--- config.mk ---
export PLATFORM = sky130hd
export DESIGN_NAME = desel_selector
export DESIGN_NICKNAME = d
export VERILOG_FILES = /design/src/desel_pkg.sv /design/src/desel_event_vector.sv /design/src/desel_selector.sv
export SDC_FILE = /design/constraint.sdc
export NUM_CORES = 1
export LEC_CHECK = 0
export ABC_CLOCK_PERIOD_IN_PS = 2800
export BUFFER_PORTS_ARGS = -buffer_cell sky130_fd_sc_hd__buf_2
export CAP_MARGIN = 15
export CORE_MARGIN = 4
export CORE_UTILIZATION = 40
export CTS_BUF_LIST = sky130_fd_sc_hd__clkbuf_4 sky130_fd_sc_hd__clkbuf_8
export DETAILED_ROUTE_END_ITERATION = 8
export PLACE_DENSITY = 0.71
export SYNTH_ARGS = -nofsm -noshare
export SYNTH_HDL_FRONTEND = slang
export SYNTH_SLANG_ARGS = --single-unit
export TNS_END_PERCENT = 100
--- constraint.sdc ---
create_clock -name clock -period 2.8 [get_ports clock]
set_input_delay 0.28 -clock clock [delete_from_list [all_inputs] [get_ports clock]]
set_output_delay 0.28 -clock clock [all_outputs]
set_load 0.02 [all_outputs]
--- src/desel_pkg.sv ---
// desel_pkg: constants for the dma event-to-channel selector
// assumes one 40 mhz clock domain and a plain register port
package desel_pkg;
	// ========================================
	// geometry
	localparam int NUM_CHANNELS = 16;
	localparam int CODE_W = 6;
	localparam int NUM_EVENTS = 64;
	localparam int FIELDS_PER_REG = 4;
	localparam int FIELD_STRIDE = 8;
	localparam int ADDR_W = 32;
	localparam int DATA_W = 32;
	// ========================================
	// register addresses
	localparam logic [31:0] ADDR_SEL_CH0_3 = 32'h01a0ff00;
	localparam logic [31:0] ADDR_SEL_CH4_7 = 32'h01a0ff04;
	localparam logic [31:0] ADDR_SEL_CH12_15 = 32'h01a0ff0c;
	// ========================================
	// field layout: four 6-bit fields at 8-bit stride
	localparam logic [31:0] SEL_FIELD_MASK = 32'h3f3f3f3f;
	// ========================================
	// reset values: each field equals its channel number
	localparam logic [31:0] RST_SEL_CH0_3 = 32'h03020100;
	localparam logic [31:0] RST_SEL_CH4_7 = 32'h07060504;
	localparam logic [31:0] RST_SEL_CH12_15 = 32'h0f0e0d0c;
	// ========================================
	// chaining channels
	localparam int CHAIN_FIRST = 8;
	localparam int CHAIN_LAST = 11;
	// ========================================
	// selector codes
	localparam logic [5:0] CODE_HOST = 6'h00;
	localparam logic [5:0] CODE_TIMER0 = 6'h01;
	localparam logic [5:0] CODE_TIMER1 = 6'h02;
	localparam logic [5:0] CODE_MEMIF = 6'h03;
	localparam logic [5:0] CODE_GPIO4 = 6'h04;
	localparam logic [5:0] CODE_GPIO0 = 6'h08;
	localparam logic [5:0] CODE_BSP0_TX = 6'h0c;
	localparam logic [5:0] CODE_ASP0_FIRST = 6'h20;
	localparam logic [5:0] CODE_ASP1_FIRST = 6'h26;
	localparam logic [5:0] CODE_I2C0_RX = 6'h2c;
	localparam logic [5:0] CODE_GPIO8 = 6'h30;
	localparam logic [5:0] CODE_RSVD_A_LO = 6'h10;
	localparam logic [5:0] CODE_RSVD_A_HI = 6'h1f;
	localparam logic [5:0] CODE_RSVD_B_LO = 6'h38;
	// ========================================
	// gpio
	localparam int NUM_GPIO = 16;
	localparam int GPIO_IND_LO = 4;
	localparam int GPIO_IND_HI = 7;
endpackage

--- src/desel_event_vector.sv ---
// desel_event_vector: packs the peripheral events into one vector indexed by selector code
// assumes event inputs are one-cycle pulses synchronous to clock
`timescale 1ns/1ps
module desel_event_vector (
	// system
	input wire logic clock,
	input wire logic rst_n,
	// peripheral events
	input wire logic host_to_processor_event,
	input wire logic timer_zero_event,
	input wire logic timer_one_event,
	input wire logic memory_interface_event,
	input wire logic [3:0] bsp_event,
	input wire logic [11:0] asp_event,
	input wire logic [3:0] i2c_event,
	input wire logic [15:0] general_pin,
	input wire logic [15:0] gpio_pin_event,
	input wire logic [15:0] combined_gpio_enable,
	// result, registered
	output logic [63:0] event_vec
);
	logic [63:0] vec_next;
	logic combined_gpio_event;

	// ========================================
	// vector build
	always_comb begin
		// any enabled pin drives the combined event 0
		combined_gpio_event = |(general_pin & combined_gpio_enable);
		vec_next = '0;
		vec_next[desel_pkg::CODE_HOST] = host_to_processor_event;
		vec_next[desel_pkg::CODE_TIMER0] = timer_zero_event;
		vec_next[desel_pkg::CODE_TIMER1] = timer_one_event;
		vec_next[desel_pkg::CODE_MEMIF] = memory_interface_event;
		// pins 4..7 alternatively give individual events
		vec_next[desel_pkg::CODE_GPIO4 +: 4] = gpio_pin_event[7:4];
		vec_next[desel_pkg::CODE_GPIO0] = combined_gpio_event | gpio_pin_event[0];
		vec_next[desel_pkg::CODE_GPIO0 + 6'h01 +: 3] = gpio_pin_event[3:1];
		vec_next[desel_pkg::CODE_BSP0_TX +: 4] = bsp_event;
		vec_next[desel_pkg::CODE_ASP0_FIRST +: 12] = asp_event;
		vec_next[desel_pkg::CODE_I2C0_RX +: 4] = i2c_event;
		vec_next[desel_pkg::CODE_GPIO8 +: 8] = gpio_pin_event[15:8];
		// reserved codes 0x10..0x1f and 0x38..0x3f stay zero
	end

	always_ff @(posedge clock or negedge rst_n) begin
		if (!rst_n) begin
			event_vec <= '0;
		end else begin
			event_vec <= vec_next;
		end
	end
endmodule

--- src/desel_selector.sv ---
// Contract
// - sixteen channels; 8 to 11 chain only, twelve mappable by selector.
// - three selector registers at 0x01a0ff00, 0x01a0ff04, 0x01a0ff0c.
// - each mappable channel triggered by the event its 6-bit code names.
// - fields at bits 5:0, 13:8, 21:16, 29:24 in ascending channel order.
// - after reset each field holds its own channel number.
// - codes 0-3 host, timers, memory; codes 4-7 gpio events 4-7.
// - codes 8-11 gpio 0-3; codes 0x30-0x37 gpio 8-15.
// - codes 0x0c-0x0f buffered serial port transmit/receive events.
// - codes 0x20-0x2b audio serial port events, six per port.
// - codes 0x2c-0x2f i2c receive/transmit events, two controllers.
// - enabled pins feed combined gpio event 0; pins 4-7 feed individual events.
// - event sources are controlled by their owning module.
// - reserved bits read zero, writes ignored.
//
// desel_selector: selector registers and channel trigger routing
// assumes the register master never issues read and write together
//
// Chosen here: the address-and-strobe port.
`timescale 1ns/1ps
module desel_selector (
	// system
	input wire logic clock,
	input wire logic rst_n,
	// register port
	input wire logic [31:0] reg_addr,
	input wire logic [31:0] reg_wdata,
	input wire logic reg_write,
	input wire logic reg_read,
	output logic [31:0] reg_rdata,
	// peripheral events, owned and gated by their own modules
	input wire logic host_to_processor_event,
	input wire logic timer_zero_event,
	input wire logic timer_one_event,
	input wire logic memory_interface_event,
	input wire logic [3:0] bsp_event,
	input wire logic [11:0] asp_event,
	input wire logic [3:0] i2c_event,
	input wire logic [15:0] general_pin,
	input wire logic [15:0] gpio_pin_event,
	input wire logic [15:0] combined_gpio_enable,
	// chaining completion codes for channels 8..11
	input wire logic [3:0] chain_complete_code,
	// channel triggers
	output logic [15:0] channel_trigger,
	// code sanity
	output logic [15:0] channel_code_reserved
);
	// ========================================
	// state
	logic [31:0] sel_ch0_3_reg, sel_ch0_3_next;
	logic [31:0] sel_ch4_7_reg, sel_ch4_7_next;
	logic [31:0] sel_ch12_15_reg, sel_ch12_15_next;
	logic [31:0] rdata_reg, rdata_next;
	logic [15:0] trig_reg, trig_next;
	logic [15:0] rsv_reg, rsv_next;
	logic [63:0] event_vec;
	logic [5:0] channel_event_code [16];

	// ========================================
	// helpers
	function automatic logic [5:0] field_of(input logic [31:0] r, input int idx);
		field_of = r[idx * desel_pkg::FIELD_STRIDE +: desel_pkg::CODE_W];
	endfunction

	function automatic logic code_is_reserved(input logic [5:0] c);
		code_is_reserved = (c >= desel_pkg::CODE_RSVD_A_LO && c <= desel_pkg::CODE_RSVD_A_HI)
			|| (c >= desel_pkg::CODE_RSVD_B_LO);
	endfunction

	function automatic logic addr_is_mapped(input logic [31:0] a);
		addr_is_mapped = a == desel_pkg::ADDR_SEL_CH0_3 || a == desel_pkg::ADDR_SEL_CH4_7
			|| a == desel_pkg::ADDR_SEL_CH12_15;
	endfunction

	// ========================================
	// event vector
	desel_event_vector u_vec (
		.clock(clock),
		.rst_n(rst_n),
		.host_to_processor_event(host_to_processor_event),
		.timer_zero_event(timer_zero_event),
		.timer_one_event(timer_one_event),
		.memory_interface_event(memory_interface_event),
		.bsp_event(bsp_event),
		.asp_event(asp_event),
		.i2c_event(i2c_event),
		.general_pin(general_pin),
		.gpio_pin_event(gpio_pin_event),
		.combined_gpio_enable(combined_gpio_enable),
		.event_vec(event_vec)
	);

	// ========================================
	// registers
	always_comb begin
		sel_ch0_3_next = sel_ch0_3_reg;
		sel_ch4_7_next = sel_ch4_7_reg;
		sel_ch12_15_next = sel_ch12_15_reg;
		rdata_next = '0;
		if (reg_write) begin
			// mask keeps reserved bits at zero
			unique case (reg_addr)
				desel_pkg::ADDR_SEL_CH0_3:
					sel_ch0_3_next = reg_wdata & desel_pkg::SEL_FIELD_MASK;
				desel_pkg::ADDR_SEL_CH4_7:
					sel_ch4_7_next = reg_wdata & desel_pkg::SEL_FIELD_MASK;
				desel_pkg::ADDR_SEL_CH12_15:
					sel_ch12_15_next = reg_wdata & desel_pkg::SEL_FIELD_MASK;
				default: begin
				end
			endcase
		end
		if (reg_read) begin
			// unmapped addresses read zero
			unique case (reg_addr)
				desel_pkg::ADDR_SEL_CH0_3: rdata_next = sel_ch0_3_reg;
				desel_pkg::ADDR_SEL_CH4_7: rdata_next = sel_ch4_7_reg;
				desel_pkg::ADDR_SEL_CH12_15: rdata_next = sel_ch12_15_reg;
				default: rdata_next = '0;
			endcase
		end
	end

	always_ff @(posedge clock or negedge rst_n) begin
		if (!rst_n) begin
			sel_ch0_3_reg <= desel_pkg::RST_SEL_CH0_3;
			sel_ch4_7_reg <= desel_pkg::RST_SEL_CH4_7;
			sel_ch12_15_reg <= desel_pkg::RST_SEL_CH12_15;
			rdata_reg <= '0;
		end else begin
			sel_ch0_3_reg <= sel_ch0_3_next;
			sel_ch4_7_reg <= sel_ch4_7_next;
			sel_ch12_15_reg <= sel_ch12_15_next;
			rdata_reg <= rdata_next;
		end
	end

	assign reg_rdata = rdata_reg;

	// ========================================
	// routing
	// chaining channels hold a dummy code; they never use the event vector
	always_comb begin
		for (int i = 0; i < desel_pkg::FIELDS_PER_REG; i++) begin
			channel_event_code[i] = field_of(sel_ch0_3_reg, i);
			channel_event_code[i + desel_pkg::FIELDS_PER_REG] = field_of(sel_ch4_7_reg, i);
			channel_event_code[i + desel_pkg::CHAIN_FIRST] = '0;
			channel_event_code[i + desel_pkg::CHAIN_LAST + 1] = field_of(sel_ch12_15_reg, i);
		end
	end

	always_comb begin
		trig_next = '0;
		rsv_next = '0;
		for (int ch = 0; ch < desel_pkg::NUM_CHANNELS; ch++) begin
			if (ch >= desel_pkg::CHAIN_FIRST && ch <= desel_pkg::CHAIN_LAST) begin
				trig_next[ch] = chain_complete_code[ch - desel_pkg::CHAIN_FIRST];
			end else begin
				rsv_next[ch] = code_is_reserved(channel_event_code[ch]);
				// reserved slots of the vector are zero, so no trigger there
				trig_next[ch] = event_vec[channel_event_code[ch]];
			end
		end
	end

	always_ff @(posedge clock or negedge rst_n) begin
		if (!rst_n) begin
			trig_reg <= '0;
			rsv_reg <= '0;
		end else begin
			trig_reg <= trig_next;
			rsv_reg <= rsv_next;
		end
	end

	assign channel_trigger = trig_reg;
	assign channel_code_reserved = rsv_reg;
endmodule

Word level (Yosys, flattened, before mapping)
Cells that the tools add are included.
Storage, ports and cells
  latch bits: 0
  flip-flop bits (word level): 172
  memory bits (read-only): 0
  output and inout bits: 64
  logic and storage cells: 114
  RAM bits: 0
  memories kept: 0
  bits of input ports: 144
Cells by class
  shift operators: 0
  add/subtract/negate cells: 0
  divide/modulo/power cells: 0
  multipliers: 0
  equal/unequal tests: 3
  $lt $le $gt $ge: 48
  reduce and logical (&&, ||, !) cells: 28
  bitwise logic cells: 2
  mux-type cells: 26
Operators by type and width (count)
  $eq 32x25->1 const B: 3
  $pmux 30 s3: 1
  $lt 6x7->1 const B: 12
  $bmux 1 s6: 12
  $ge 6x5->1 const B: 12
  $ge 6x6->1 const B: 12
  $le 6x5->1 const B: 12
  $mux 32: 1
  $and 16x16->16: 1
  $reduce_or 16->1: 1
  $logic_and 1x1->1: 12
  $logic_or 1x1->1: 12
  $mux 1: 12
  $reduce_and 2->1: 3
  $or 1x1->1: 1

Longest topological paths before layout
  depth in word-level cells: 3
  mapped depth: 7
  gate-level depth less buffers: 5

Modules after synthesis
A second synthesis with hierarchy kept.
Unflattened totals
  cell total of the unflattened synthesis: 1007
  area total of the unflattened synthesis: 12797.3 um2
By module, submodules not included
  desel_selector: seq. area each 3133.0 um2, cells an instance 932, area an instance 11528.6 um2, instances 1
  desel_event_vector: seq. area each 1001.0 um2, cells an instance 75, area an instance 1268.7 um2, instances 1

Least setup slack after synthesis
Ideal clock, no wire load.
  path type: input -> register
  start point: input port reg_addr[5]
  end point: register sel_ch4_7_reg[11]
  cell stages on the path: 6
  required time: 2675 ps
  path buffers: 1
  arrival time: 2234 ps
  slack: 441 ps
  setup time: 125 ps
  cell sequence: or4b_4 nor2_1 or4b_4 nor3b_4 buf_6 mux2_2
Between the ends
  word-level cells in the longest chain between the ends: 2
Ends and longest elaborated chain
  start, declared: line desel_selector.sv:26  | input wire logic [31:0] reg_addr,
  $eq 32x25->1: line desel_selector.sv:103  | unique case (reg_addr)
  $reduce_and 2->1 (no line)
  end signal, assigned: line desel_selector.sv:128  | sel_ch4_7_reg <= desel_pkg::RST_SEL_CH4_7;
  end signal, assigned: line desel_selector.sv:133  | sel_ch4_7_reg <= sel_ch4_7_next;
  end, declared: line desel_selector.sv:52  | logic [31:0] sel_ch4_7_reg, sel_ch4_7_next;
No other way between the ends.
A chain may end at the register's enable or synchronous reset.

Worst setup path in the final report
  start point: register sel_ch12_15_reg[16]
  end point: register trig_reg[14] (netlist: channel_trigger[14])
Between the ends
  word-level cells in the longest chain between the ends: 2
Ends and longest elaborated chain
  start, declared: line desel_selector.sv:53  | logic [31:0] sel_ch12_15_reg, sel_ch12_15_next;
  start signal, assigned: line desel_selector.sv:129  | sel_ch12_15_reg <= desel_pkg::RST_SEL_CH12_15;
  start signal, assigned: line desel_selector.sv:134  | sel_ch12_15_reg <= sel_ch12_15_next;
  $bmux 1 s6: line desel_selector.sv:162  | trig_next[ch] = event_vec[channel_event_code[ch]];
  $mux 1 (implied by the code): line desel_selector.sv:162
  named net trig_next[14]: line desel_selector.sv:55  | logic [15:0] trig_reg, trig_next;
  end signal, assigned: line desel_selector.sv:172  | trig_reg <= trig_next;
  end, declared: line desel_selector.sv:55
The timed path passes the listed nets, and every way through them passes these cells. The select of a mux whose other input is x is not followed.

==> impl_metrics.yaml <==
run_status:
  status: "finished, final reports clean"
routing:
  wirelength_um: 29100
  num_vias: 7473
  drtAntennaViolNets: 0
  wl_per_cell_um: 23.4
  drt_iter0_drc: 677
  viasPerCell: 6.01
  drtPass1Iterations: 5
  drc: 0
synth:
  synth_ff_type: "dfrtp_1"
  synth_compound_area_frac: 0.0458
  synth-warning-count: 0
  synthCells: 738
  seq_area_frac_synth: 0.410
  syn_area_per_cell_um2: 13.7
  synth.top_cell.area_share: 0.348
  synth_xor_xnor_area_share: 0
  synth_top_cell_by_area: "dfrtp_1"
  synthSimpleGateAreaFrac: 0.0695
  synth_edf_count: 0
  synthAdderAreaFrac: 0
  synth_mux_area_frac: 0.424
  synth-async-reset-ratio: 1.00
  synth_area_leaders: "dfrtp_1, mux4_2, mux2_2"
  mappedNetlistArea_um2: 10100
  ys_seq_elements: 164
  synth_top_family_by_area: "multiplexers"
  synth.distinct_cells: 47
floorplan:
  rows: 57
  fp.coreArea_um2: 24500
  start_util: 0.411
  die_h_um: 167
  die_w_um: 167
  die_area_um2: 27800
  io_pins: 208
placement:
  globalplace.congestion: 0.833
  place_area_um2: 11100
  port_buffers: 187
  hpwl_um: 19700
power_and_ir_drop:
  power_switching_uw: 1250
  power.internal_uw: 3680
  clock_power_share: 0.387
  peakVddDrop_uv: 363
  leakage_uw: 0.00491
  p_seq_frac: 0.517
  switching_share: 0.253
  powerDensity_nw_per_um2: 410
  comb_power_share: 0.096
clock_network:
  htreeDepth: 4
  post_cts_buffers: 0
  cts_made_buffers: 17
  post_cts_resized: 0
  path_clk_slew_ns: 0.09
  cts_tree: "yes"
  clk_latency_ns: 0.46
  clk_path_buf_depth: 2
  cts-root-buf: "clkbuf_8"
  cts_sinks: 164
grt:
  grt_pass1_vias: 7975
  gr-total-overflow: 0
  grt_pass1_wl_um: 46000
  track_usage: 0.211
  antenna_found_initial: 0
  grt_max_degree: 72
sta:
  slew_headroom: 0.502
  skew_ns: 0.0105
  min_period_over_period: 0.805
  setup_violations: 0
  max_clock_freq_mhz: 444
  slew_viol_final: 0
  grt_setup_unrepaired: "false"
  worst_pin_slew_ns: 0.747
  whs_ns: 0.0538
  hold_viol_final: 0
  fin_setup_tns_ns: 0
  final.min_clock_period_ns: 2.25
worst_setup_path:
  rr_worst_depth: 4
  crit_required_ns: 3.14
  critPathKind: "flop to flop"
  critPathCaptureType: "flop"
  startpoint_type: "flop"
  crit_arrival_ns: 2.59
  timing.critical_path.fanout_max: 12
final_layout:
  n_antenna_cell: 0
  fin_util: 0.490
  layout_commonest_cell: "buf_2"
  fin_nets: 1051
  drive_gt1_frac: 0.498
  stdcell_area_um2: 12000
  top_register: "u_vec.event_vec"
  largest_register_ffs: 40
  synthToLayoutAreaGrowth_pct: 19.2
  layout_common_cells: "buf_2, dfrtp_1, mux4_2, mux2_2, nor2_1"
min_path:
  hold_path.class: "input pin to flop"
  min_path_cells: 2
job:
  maxCapViolCount: 0
==> final timing paths <==
kind                                     start                   to  slack, ns
min in group asynchronous                rst_n  channel_trigger[10]       0.40
max                        sel_ch12_15_reg[16]  channel_trigger[14]       0.55
max in group asynchronous                rst_n  sel_ch12_15_reg[11]       1.65
max reg2reg                sel_ch12_15_reg[16]  channel_trigger[14]       0.55
min                            general_pin[15]   u_vec.event_vec[8]       0.05
min reg2reg                  sel_ch0_3_reg[19]    sel_ch0_3_reg[19]       0.54
==> critical path, cell delays in order (launching register included) <==
cell,delay [ns]
dfrtp_1,0.77
mux4_2,0.60
mux4_2,0.51
a21oi_1,0.16
a21oi_1,0.09
==> synth_stat cells (all sizes together), types with 9 or more instances <==
library cell / n
dfstp: 24
nor2: 54
buf: 33
a21boi: 9
mux2i: 53
nor3: 20
clkbuf: 70
dfrtp: 140
inv: 11
mux2: 74
a21oi: 38
mux4: 129
==> power groups by stage <==
stage	clock network [µW]	registers [µW]	logic (µW)
after detailed placement	0	2580	427
after global placement	0	2580	420
after global routing	2060	2550	516
after floorplan	0	2490	271
after CTS	1960	2530	475
final	1910	2550	475
==> routing by layer <==
layer	up-vias	part of all wire	global-route usage
met1	3730	0.39	0.277
met2	529	0.48	0.340
met3	57	0.11	0.0652
met5	-	0	0.00522
met4	0	0.024	0.0662
li1	3157	-	-
==> cell type report <==
class	instances	area, µm²
timing repair buffer	242	1520
multi-input combinational	471	5480
clock inverter	12	180
clock buffer	20	256
sequential	164	4130
tap	324	405
fill	2150	12500
inverter	11	41.3
==> stage by stage <==
step / worst slack, ns / cells / total power (µW)
floorplan: 0.441 / 749 / 2760
global placement: 0.317 / 1167 / 3000
detailed placement: 0.275 / 1167 / 3010
CTS: 0.519 / 1244 / 4970
global route: 0.356 / 1244 / 5130
finish: 0.545 / 1244 / 4930
==> repair_timing <==
action / CTS / global route
hold endpoints to repair: 101 / 0
setup endpoints to repair: 0 / 0
hold buffers: 45 / 0
==> cell families (layout without fill, tap and decap cells) <==
group / count (synthesis) / after routing
AOI/OAI and AO/OA: 72 / 72
buffers and inverters: 114 / 285
DFF: 164 / 164
and+or+nand+nor: 131 / 131
muxes: 256 / 256
other: 1 / 12
Note: power is estimated with default switching activity, not from simulation.
